===== config.mk =====
export PLATFORM = sky130hd
export DESIGN_NAME = asb_serial_datapath
export DESIGN_NICKNAME = d
export VERILOG_FILES = /design/src/rtl/asb_pkg.sv /design/src/rtl/asb_serial_datapath.sv /design/src/rtl/asb_rx_shifter.sv
export SDC_FILE = /design/constraint.sdc
export NUM_CORES = 1
export LEC_CHECK = 0
export ABC_AREA = 1
export BUFFER_PORTS_ARGS = -buffer_cell sky130_fd_sc_hd__buf_2
export CAP_MARGIN = 15
export CORE_MARGIN = 8
export CORE_UTILIZATION = 45
export CTS_CLUSTER_DIAMETER = 40
export CTS_CLUSTER_SIZE = 30
export DETAILED_ROUTE_END_ITERATION = 10
export PLACE_DENSITY_LB_ADDON = 0.15
export SLEW_MARGIN = 20
export SYNTH_ARGS = -nofsm -noshare
export SYNTH_HDL_FRONTEND = slang
export SYNTH_HIERARCHICAL = 1
export SYNTH_SLANG_ARGS = --single-unit

===== constraint.sdc =====
create_clock -name SYS_CLK_IN -period 3 [get_ports SYS_CLK_IN]
set_input_delay 0.6 -clock SYS_CLK_IN [delete_from_list [all_inputs] [get_ports SYS_CLK_IN]]
set_output_delay 0.6 -clock SYS_CLK_IN [all_outputs]
set_load 0.02 [all_outputs]

===== src/rtl/asb_pkg.sv =====
// Shared constants and types of the serial buffer datapath.
package asb_pkg;
	localparam int BASE_DIV = 4;
	localparam int BIT_TICKS = 16;
	localparam logic [1:0] DIV_LAST = 2'(BASE_DIV - 1);
	localparam logic [3:0] TICK_LAST = 4'(BIT_TICKS - 1);
	localparam logic [3:0] TICK_HALF = 4'(BIT_TICKS / 2 - 1);
	localparam logic [7:0] BUF_RESET = 8'hff;
	localparam logic [3:0] DATA7_LAST = 4'h6;
	localparam logic [3:0] DATA8_LAST = 4'h7;
	localparam logic [2:0] MSB7_POS = 3'h6;
	localparam logic [2:0] MSB8_POS = 3'h7;

	typedef struct packed {
		logic power;
		logic tx_en;
		logic rx_en;
		logic len7;
		logic lsb_first;
	} asb_mode_t;

	typedef enum logic [1:0] {
		ST_IDLE = 2'h0,
		ST_START = 2'h1,
		ST_DATA = 2'h3,
		ST_STOP = 2'h2
	} asb_state_t;
endpackage


===== src/rtl/asb_serial_datapath.sv =====
// Buffer and shift-register datapath of the asynchronous serial unit.
`timescale 1ns/100ps
// What this block does
// - Each completed received byte is copied from the receive shifter into the receive buffer, unless an overrun drops it.
// - Seven-bit LSB-first data lands in bits 0 to 6; bit 7 reads zero.
// - Seven-bit MSB-first data lands in bits 1 to 7; bit 0 reads zero.
// - On overrun the new frame is dropped and the receive buffer keeps its contents.
// - Receive buffer is eight bits, read only, reset to all ones.
// - An internal, unaddressed shifter deserialises the serial input pin.
// - Writing the transmit buffer starts transmission of that byte.
// - Transmit buffer is eight bits, readable and writable, reset to all ones.
// - Buffer moves to shifter after first write, or in the same cycle as a done pulse when it is full.
// - Loading and output bits change on base clock falling edges; shifter is unaddressed.
module asb_serial_datapath
	import asb_pkg::*;
(
	input wire logic SYS_CLK_IN,
	input wire logic NRST_IN,
	input wire logic SERIAL_IN_PIN_IN,
	input asb_mode_t MODE_IN,
	input wire logic TX_WR_IN,
	input wire logic [7:0] TX_WR_DATA_IN,
	input wire logic RX_RD_IN,
	input wire logic OVERRUN_CLR_IN,
	output logic SERIAL_OUT_PIN_OUT,
	output logic [7:0] RX_BYTE_BUFFER_OUT,
	output logic [7:0] TX_BYTE_BUFFER_OUT,
	output logic TX_BUFFER_FULL_FLAG_OUT,
	output logic OVERRUN_ERROR_FLAG_OUT,
	output logic TX_DONE_INTERRUPT_OUT,
	output logic RX_DONE_OUT
);
	typedef struct packed {
		logic [1:0] div;
		logic tick;
		logic [2:0] sync;
		logic rx_level;
		logic [7:0] rx_byte_buffer;
		logic rx_unread;
		logic overrun_error_flag;
		logic rx_done;
		logic [7:0] tx_byte_buffer;
		logic tx_buffer_full_flag;
		asb_state_t tx_st;
		logic [3:0] tcnt;
		logic [3:0] bcnt;
		logic [7:0] tx_shifter;
		logic serial_out;
		logic tx_done_interrupt;
	} asb_top_state_t;

	asb_top_state_t r;
	asb_top_state_t next_r;
	logic shift_done;
	logic [7:0] shift_data;
	logic tx_on;
	logic [3:0] tx_last;

	assign tx_on = MODE_IN.power && MODE_IN.tx_en;
	assign tx_last = MODE_IN.len7 ? DATA7_LAST : DATA8_LAST;

	// Picks the shifter bit sent in data slot b, honouring length and order.
	function automatic logic tx_bit(input logic [7:0] sh, input logic [3:0] b,
		input asb_mode_t m);
		logic [2:0] idx;
		idx = 3'h0;
		if (m.lsb_first) begin
			idx = b[2:0];
		end else if (m.len7) begin
			idx = MSB7_POS - b[2:0];
		end else begin
			idx = MSB8_POS - b[2:0];
		end
		return sh[idx];
	endfunction

	asb_rx_shifter u_rx_shifter (
		.clk(SYS_CLK_IN),
		.nrst(NRST_IN),
		.tick(r.tick),
		.rx_level(r.rx_level),
		.mode(MODE_IN),
		.done(shift_done),
		.data(shift_data)
	);

	always_comb begin
		next_r = r;
		next_r.rx_done = 1'b0;
		next_r.tx_done_interrupt = 1'b0;

		// Base clock: the tick marks its falling edge, so all transmit moves happen on it.
		next_r.div = (r.div == DIV_LAST) ? 2'h0 : r.div + 2'h1;
		next_r.tick = (r.div == DIV_LAST);

		// The pin only counts as changed when the second and third stages agree.
		next_r.sync = {r.sync[1:0], SERIAL_IN_PIN_IN};
		if (r.sync[1] == r.sync[2]) begin
			next_r.rx_level = r.sync[2];
		end

		if (RX_RD_IN) begin
			next_r.rx_unread = 1'b0;
		end
		if (OVERRUN_CLR_IN) begin
			next_r.overrun_error_flag = 1'b0;
		end
		if (shift_done) begin
			next_r.rx_done = 1'b1;
			if (r.rx_unread && !RX_RD_IN) begin
				next_r.overrun_error_flag = 1'b1;
			end else begin
				next_r.rx_byte_buffer = shift_data;
				next_r.rx_unread = 1'b1;
			end
		end

		if (!tx_on) begin
			next_r.tx_st = ST_IDLE;
			next_r.serial_out = 1'b1;
		end else if (r.tick) begin
			case (r.tx_st)
				ST_IDLE: begin
					if (r.tx_buffer_full_flag) begin
						next_r.tx_shifter = r.tx_byte_buffer;
						next_r.tx_buffer_full_flag = 1'b0;
						next_r.tx_st = ST_START;
						next_r.tcnt = 4'h0;
						next_r.serial_out = 1'b0;
					end
				end
				ST_START: begin
					if (r.tcnt == TICK_LAST) begin
						next_r.tcnt = 4'h0;
						next_r.bcnt = 4'h0;
						next_r.tx_st = ST_DATA;
						next_r.serial_out = tx_bit(r.tx_shifter, 4'h0, MODE_IN);
					end else begin
						next_r.tcnt = r.tcnt + 4'h1;
					end
				end
				ST_DATA: begin
					if (r.tcnt == TICK_LAST) begin
						next_r.tcnt = 4'h0;
						if (r.bcnt == tx_last) begin
							next_r.tx_st = ST_STOP;
							next_r.serial_out = 1'b1;
						end else begin
							next_r.bcnt = r.bcnt + 4'h1;
							next_r.serial_out = tx_bit(r.tx_shifter, r.bcnt + 4'h1, MODE_IN);
						end
					end else begin
						next_r.tcnt = r.tcnt + 4'h1;
					end
				end
				ST_STOP: begin
					if (r.tcnt == TICK_LAST) begin
						next_r.tcnt = 4'h0;
						next_r.tx_done_interrupt = 1'b1;
						// Reloading in the same cycle as the done pulse keeps frames gapless.
						if (r.tx_buffer_full_flag) begin
							next_r.tx_shifter = r.tx_byte_buffer;
							next_r.tx_buffer_full_flag = 1'b0;
							next_r.tx_st = ST_START;
							next_r.serial_out = 1'b0;
						end else begin
							next_r.tx_st = ST_IDLE;
						end
					end else begin
						next_r.tcnt = r.tcnt + 4'h1;
					end
				end
				default: begin
					next_r.tx_st = ST_IDLE;
					next_r.serial_out = 1'b1;
				end
			endcase
		end

		// A write beats a same-cycle move, so a new byte is never lost.
		if (TX_WR_IN) begin
			next_r.tx_byte_buffer = TX_WR_DATA_IN;
			next_r.tx_buffer_full_flag = 1'b1;
		end
	end

	always_ff @(posedge SYS_CLK_IN or negedge NRST_IN) begin
		if (!NRST_IN) begin
			r <= '{div: 2'h0, tick: 1'b0, sync: 3'h7, rx_level: 1'b1,
				rx_byte_buffer: BUF_RESET, rx_unread: 1'b0, overrun_error_flag: 1'b0,
				rx_done: 1'b0, tx_byte_buffer: BUF_RESET, tx_buffer_full_flag: 1'b0,
				tx_st: ST_IDLE, tcnt: 4'h0, bcnt: 4'h0, tx_shifter: BUF_RESET,
				serial_out: 1'b1, tx_done_interrupt: 1'b0};
		end else begin
			r <= next_r;
		end
	end

	assign SERIAL_OUT_PIN_OUT = r.serial_out;
	assign RX_BYTE_BUFFER_OUT = r.rx_byte_buffer;
	assign TX_BYTE_BUFFER_OUT = r.tx_byte_buffer;
	assign TX_BUFFER_FULL_FLAG_OUT = r.tx_buffer_full_flag;
	assign OVERRUN_ERROR_FLAG_OUT = r.overrun_error_flag;
	assign TX_DONE_INTERRUPT_OUT = r.tx_done_interrupt;
	assign RX_DONE_OUT = r.rx_done;
endmodule


===== src/rtl/asb_rx_shifter.sv =====
// Receive shift register: turns the serial input into a packed byte.
`timescale 1ns/100ps
module asb_rx_shifter
	import asb_pkg::*;
(
	input wire logic clk,
	input wire logic nrst,
	input wire logic tick,
	input wire logic rx_level,
	input asb_mode_t mode,
	output logic done,
	output logic [7:0] data
);
	typedef struct packed {
		asb_state_t st;
		logic [3:0] tcnt;
		logic [3:0] bcnt;
		logic [7:0] sh;
		logic done;
		logic [7:0] data;
	} asb_rx_state_t;

	asb_rx_state_t r;
	asb_rx_state_t next_r;
	logic [3:0] last_bit;

	assign done = r.done;
	assign data = r.data;
	assign last_bit = mode.len7 ? DATA7_LAST : DATA8_LAST;

	always_comb begin
		next_r = r;
		next_r.done = 1'b0;
		if (!(mode.power && mode.rx_en)) begin
			next_r.st = ST_IDLE;
		end else if (tick) begin
			case (r.st)
				ST_IDLE: begin
					if (!rx_level) begin
						next_r.st = ST_START;
						next_r.tcnt = 4'h0;
					end
				end
				ST_START: begin
					if (r.tcnt == TICK_HALF) begin
						next_r.tcnt = 4'h0;
						next_r.bcnt = 4'h0;
						next_r.st = rx_level ? ST_IDLE : ST_DATA;
					end else begin
						next_r.tcnt = r.tcnt + 4'h1;
					end
				end
				ST_DATA: begin
					if (r.tcnt == TICK_LAST) begin
						next_r.tcnt = 4'h0;
						// Bits enter the register from one end or the other by bit order.
						next_r.sh = mode.lsb_first ? {rx_level, r.sh[7:1]} : {r.sh[6:0], rx_level};
						next_r.bcnt = r.bcnt + 4'h1;
						if (r.bcnt == last_bit) begin
							next_r.st = ST_STOP;
						end
					end else begin
						next_r.tcnt = r.tcnt + 4'h1;
					end
				end
				ST_STOP: begin
					if (r.tcnt == TICK_LAST) begin
						next_r.st = ST_IDLE;
						next_r.done = 1'b1;
						if (!mode.len7) begin
							next_r.data = r.sh;
						end else if (mode.lsb_first) begin
							next_r.data = {1'b0, r.sh[7:1]};
						end else begin
							next_r.data = {r.sh[6:0], 1'b0};
						end
					end else begin
						next_r.tcnt = r.tcnt + 4'h1;
					end
				end
				default: begin
					next_r.st = ST_IDLE;
				end
			endcase
		end
	end

	always_ff @(posedge clk or negedge nrst) begin
		if (!nrst) begin
			r <= '{st: ST_IDLE, tcnt: 4'h0, bcnt: 4'h0, sh: 8'h00, done: 1'b0, data: 8'h00};
		end else begin
			r <= next_r;
		end
	end
endmodule


==> run_results.csv <==
group,metric,value,unit
status,outcome,"completed",
critical_path,critPathMostFrequentCell,"nand2_1",
clocking,post_cts_buffers,0,
placement,dp.cells,561,
synth,synth_cell_types,42,
placement,pre_cts_slack,0.9484,ns
detailed_routing,wire_per_inst,12.24,um
final_layout,layout-drive-gt1-share,26.23,%
pwr,p_clk_share,38.0,%
synth,syn_area,3879,um^2
timing,hold_viol,0,
global_route,grt_pass1_vias,2909,
global_route,grt_max_degree,45,
timing,whs,0.2949,ns
detailed_routing,vias,2844,
synth,syn_avg_cell_area,8.697,um^2
pwr,ir_drop,0.0002642,V
clocking,cts_hold_buf,0,
final_layout,final_net_count,489,
detailed_routing,ant_nets,0,
job,cap_violations,0,
pwr,internal_power,1.519,mW
clocking,clockBufferDepth,2,
clocking,cts_tree,"built",
timing,maxSlewViolCount,0,
placement,place.gp.congestion,0.8132,
pwr,p_switching,0.5503,mW
timing,min_period,1.697,ns
min_path,hp-class,"in -> async",
clocking,worstSkewPairLatency,0.35,ns
die,die_w,108.8,um
clocking,cts-root-buf,"clkbuf_8",
final_layout,fillCellCount,820,
synth,synth_top_cell_area_share,29.03,%
timing,rsz0062_at_grt,"false",
pwr,p_seq_share,53.1,%
critical_path,slowest_stage,"dfrtp_1",
critical_path,cp_cell_sequence,"inv_2, ha_1, nand2_1, nand2_1, inv_1, nand2_1, nand2_1, inv_1, nand3_1, nand3_1, nand3_1, nand2_1, nand2_1, nand2_1, nand2_1",
die,num_io_pins,40,
clocking,numCtsBuffers,9,
timing,timing.final.crit_share,56.56,%
critical_path,cp_num_buf_inv,3,
final_layout,diodes,0,
pwr,p_leak,2.076,nW
synth,synth_nets,471,
clocking,clk_pin_slew,0.09,ns
synth,ys_top_cells_by_area,"dfrtp_1 29%, dfstp_2 20%, nand2_1 11%",
detailed_routing,first_pass_iters,4,
clocking,htreeDepth,3,
die,chipHeight,108.8,um
pwr,p_per_area,496.1,nW/um^2
synth,ys_seq_area_share,48.68,%
die,die_area,11850,um^2
timing,setup_violations,0,
critical_path,worstSetupPathType,"reg -> reg",
critical_path,critPathArrivalTime,1.99,ns
timing,maxSlewHeadroom,52.08,%
die,start_util,45.36,%
critical_path,crit_family,"simple AND/OR/NAND/NOR gates",
detailed_routing,vias_per_cell,4.929,
timing,setup_ws,1.303,ns
timing,tightest_slew,0.7188,ns
final_layout,syn_to_final_growth,7.548,%
detailed_routing,drt_wl_total,7.065,mm
placement,hpwl,5.156,mm
synth,yosysTopAreaCell,"dfrtp_1",
global_route,antenna_found_initial,0,
die,coreArea,8551,um^2
timing,clock.fmax,0.5893,GHz
pwr,power,2.069,mW
clocking,post_cts_resized,0,
critical_path,path_max_fanout,7,
critical_path,max_stage_delay,0.47,ns
timing,finalSetupTns,0,ns
clocking,cts.sinks,74,
detailed_routing,drc_errors,0,
synth,yosysWarnings,6,
critical_path,required,3.29,ns
timing,finClkSkew,0.01238,ns
placement,io_buffers,39,
global_route,grt_overflow,0,
detailed_routing,drt_iter0_drc,93,
pwr,netSwitchingFraction,26.59,%
synth,syn_inst,446,
synth,synth_seq_cells,74,
final_layout,layout.cells.non_filler,577,
critical_path,critical_path.startpoint_type,"flip-flop",
global_route,grt_pass1_wl,12.74,mm
die,num_rows,34,
pwr,combPwrFrac,8.9,%
critical_path,end_kind,"flip-flop",
global_route,track_usage,13.19,%
layout make-up:
type                       instances  area [um^2]  share of cell area (%)
sequential                        74         1888                   45.26
clock buffer                       9        123.9                   2.969
clock inverter                     7        77.57                   1.860
timing repair buffer              40        215.2                   5.159
tap                              108        135.1                   3.239
multi-input combinational        287         1534                   36.77
inverter                          52        197.7                   4.739
kinds of logic (layout without fill, tap and decap cells):
group / count (synthesis) / after routing / synth area share [%]
compound gates: 79 / 79 / 12.42
xor+xnor: 3 / 3 / 0.6775
fa+ha+maj: 7 / 7 / 2.194
buf+inv: 85 / 108 / 11.77
flops: 74 / 74 / 48.68
mux: 8 / 8 / 2.323
simple gates: 190 / 190 / 21.94
path summary, 6_finish.rpt:
check	slack [ns]	end	from	depth (start not counted)
max in group asynchronous	1.97	RX_BYTE_BUFFER_OUT[1]	NRST_IN	2
hold reg to reg	0.36	next_r[43]	next_r[42]	0
setup / recovery	1.30	SERIAL_OUT_PIN_OUT	r[10]	15
min in group SYS_CLK_IN	0.34	next_r[42]	SERIAL_IN_PIN_IN	1
hold / removal	0.29	u_rx_shifter/data[3]	NRST_IN	1
setup reg to reg	1.30	SERIAL_OUT_PIN_OUT	r[10]	15
sequential cells by signal, indices dropped and copies added, names as in the netlist, 2 cells and up:
signal and flops:
RX_BYTE_BUFFER_OUT 8, TX_BYTE_BUFFER_OUT 8, next_r 2, r 24, u_rx_shifter/data 8, u_rx_shifter/r 18
metrics by stage:
| step | instance area [um^2] | util [%] |
|---|---|---|
| after floorplan | 3879 | - |
| after global placement | 3970 | 46.43 |
| after detailed placement | 3970 | 46.43 |
| after CTS | 4172 | 48.79 |
| after global routing | 4172 | 48.79 |
| final | 4172 | 48.79 |
placed cells by master (no fill, tap or decap), types with 3 or more instances in the layout:
| cell type | n |
|---|---|
| buf_2 | 39 |
| nand2_1 | 110 |
| nand2_2 | 5 |
| nand3_1 | 32 |
| mux2_2 | 8 |
| nor2_1 | 26 |
| inv_1 | 47 |
| dfrtp_1 | 45 |
| o21ai_2 | 9 |
| dfstp_2 | 29 |
| ha_1 | 6 |
| inv_2 | 4 |
| a21oi_1 | 11 |
| clkinv_4 | 3 |
| o21a_1 | 6 |
| o21ai_0 | 36 |
| nor2_2 | 3 |
| clkbuf_8 | 9 |
| o211ai_1 | 6 |
worst reg2reg max path, stage by stage (launching register included):
cell	delay (ns)
dfrtp_1	0.47
inv_2	0.11
ha_1	0.21
nand2_1	0.06
nand2_1	0.07
inv_1	0.06
nand2_1	0.04
nand2_1	0.10
inv_1	0.07
nand3_1	0.06
nand3_1	0.07
nand3_1	0.10
nand2_1	0.06
nand2_1	0.05
nand2_1	0.05
nand2_1	0.06
power by group through the flow:
stage | Combinational (mW) | Clock [mW] | Sequential [mW]
6_report | 0.184 | 0.787 | 1.10
5_1_grt | 0.215 | 0.853 | 1.11
4_1_cts | 0.188 | 0.814 | 1.10
3_5_place_dp | 0.188 | 0 | 1.12
3_3_place_gp | 0.183 | 0 | 1.12
2_1_floorplan | 0.135 | 0 | 1.11
metal layers:
| metal | vias up | GRT usage, % | routed length, um |
|---|---|---|---|
| li1 | 1466 | - | - |
| met1 | 1327 | 15.90 | 3291 |
| met2 | 42 | 22.45 | 3363 |
| met3 | 9 | 3.073 | 299 |
| met4 | 0 | 4.985 | 111 |
| met5 | - | 0 | 0 |
synth_stat cells, drive strengths merged:
master   count
a31oi        2
o211ai       6
a21oi       12
nand2      115
ha           6
o22ai        2
o31ai        1
xnor2        1
nor3         2
dfrtp       45
inv         52
buf         31
mux2         8
nand3b       1
clkbuf       2
o2111ai      1
o21a         6
nor3b        2
dfstp       29
nand3       34
xor2         2
maj3         1
nor2        32
nand4        1
o21ai       46
a211oi       2
o21bai       1
nor4         2
or2          1
Power figures use the tool's default switching activity.
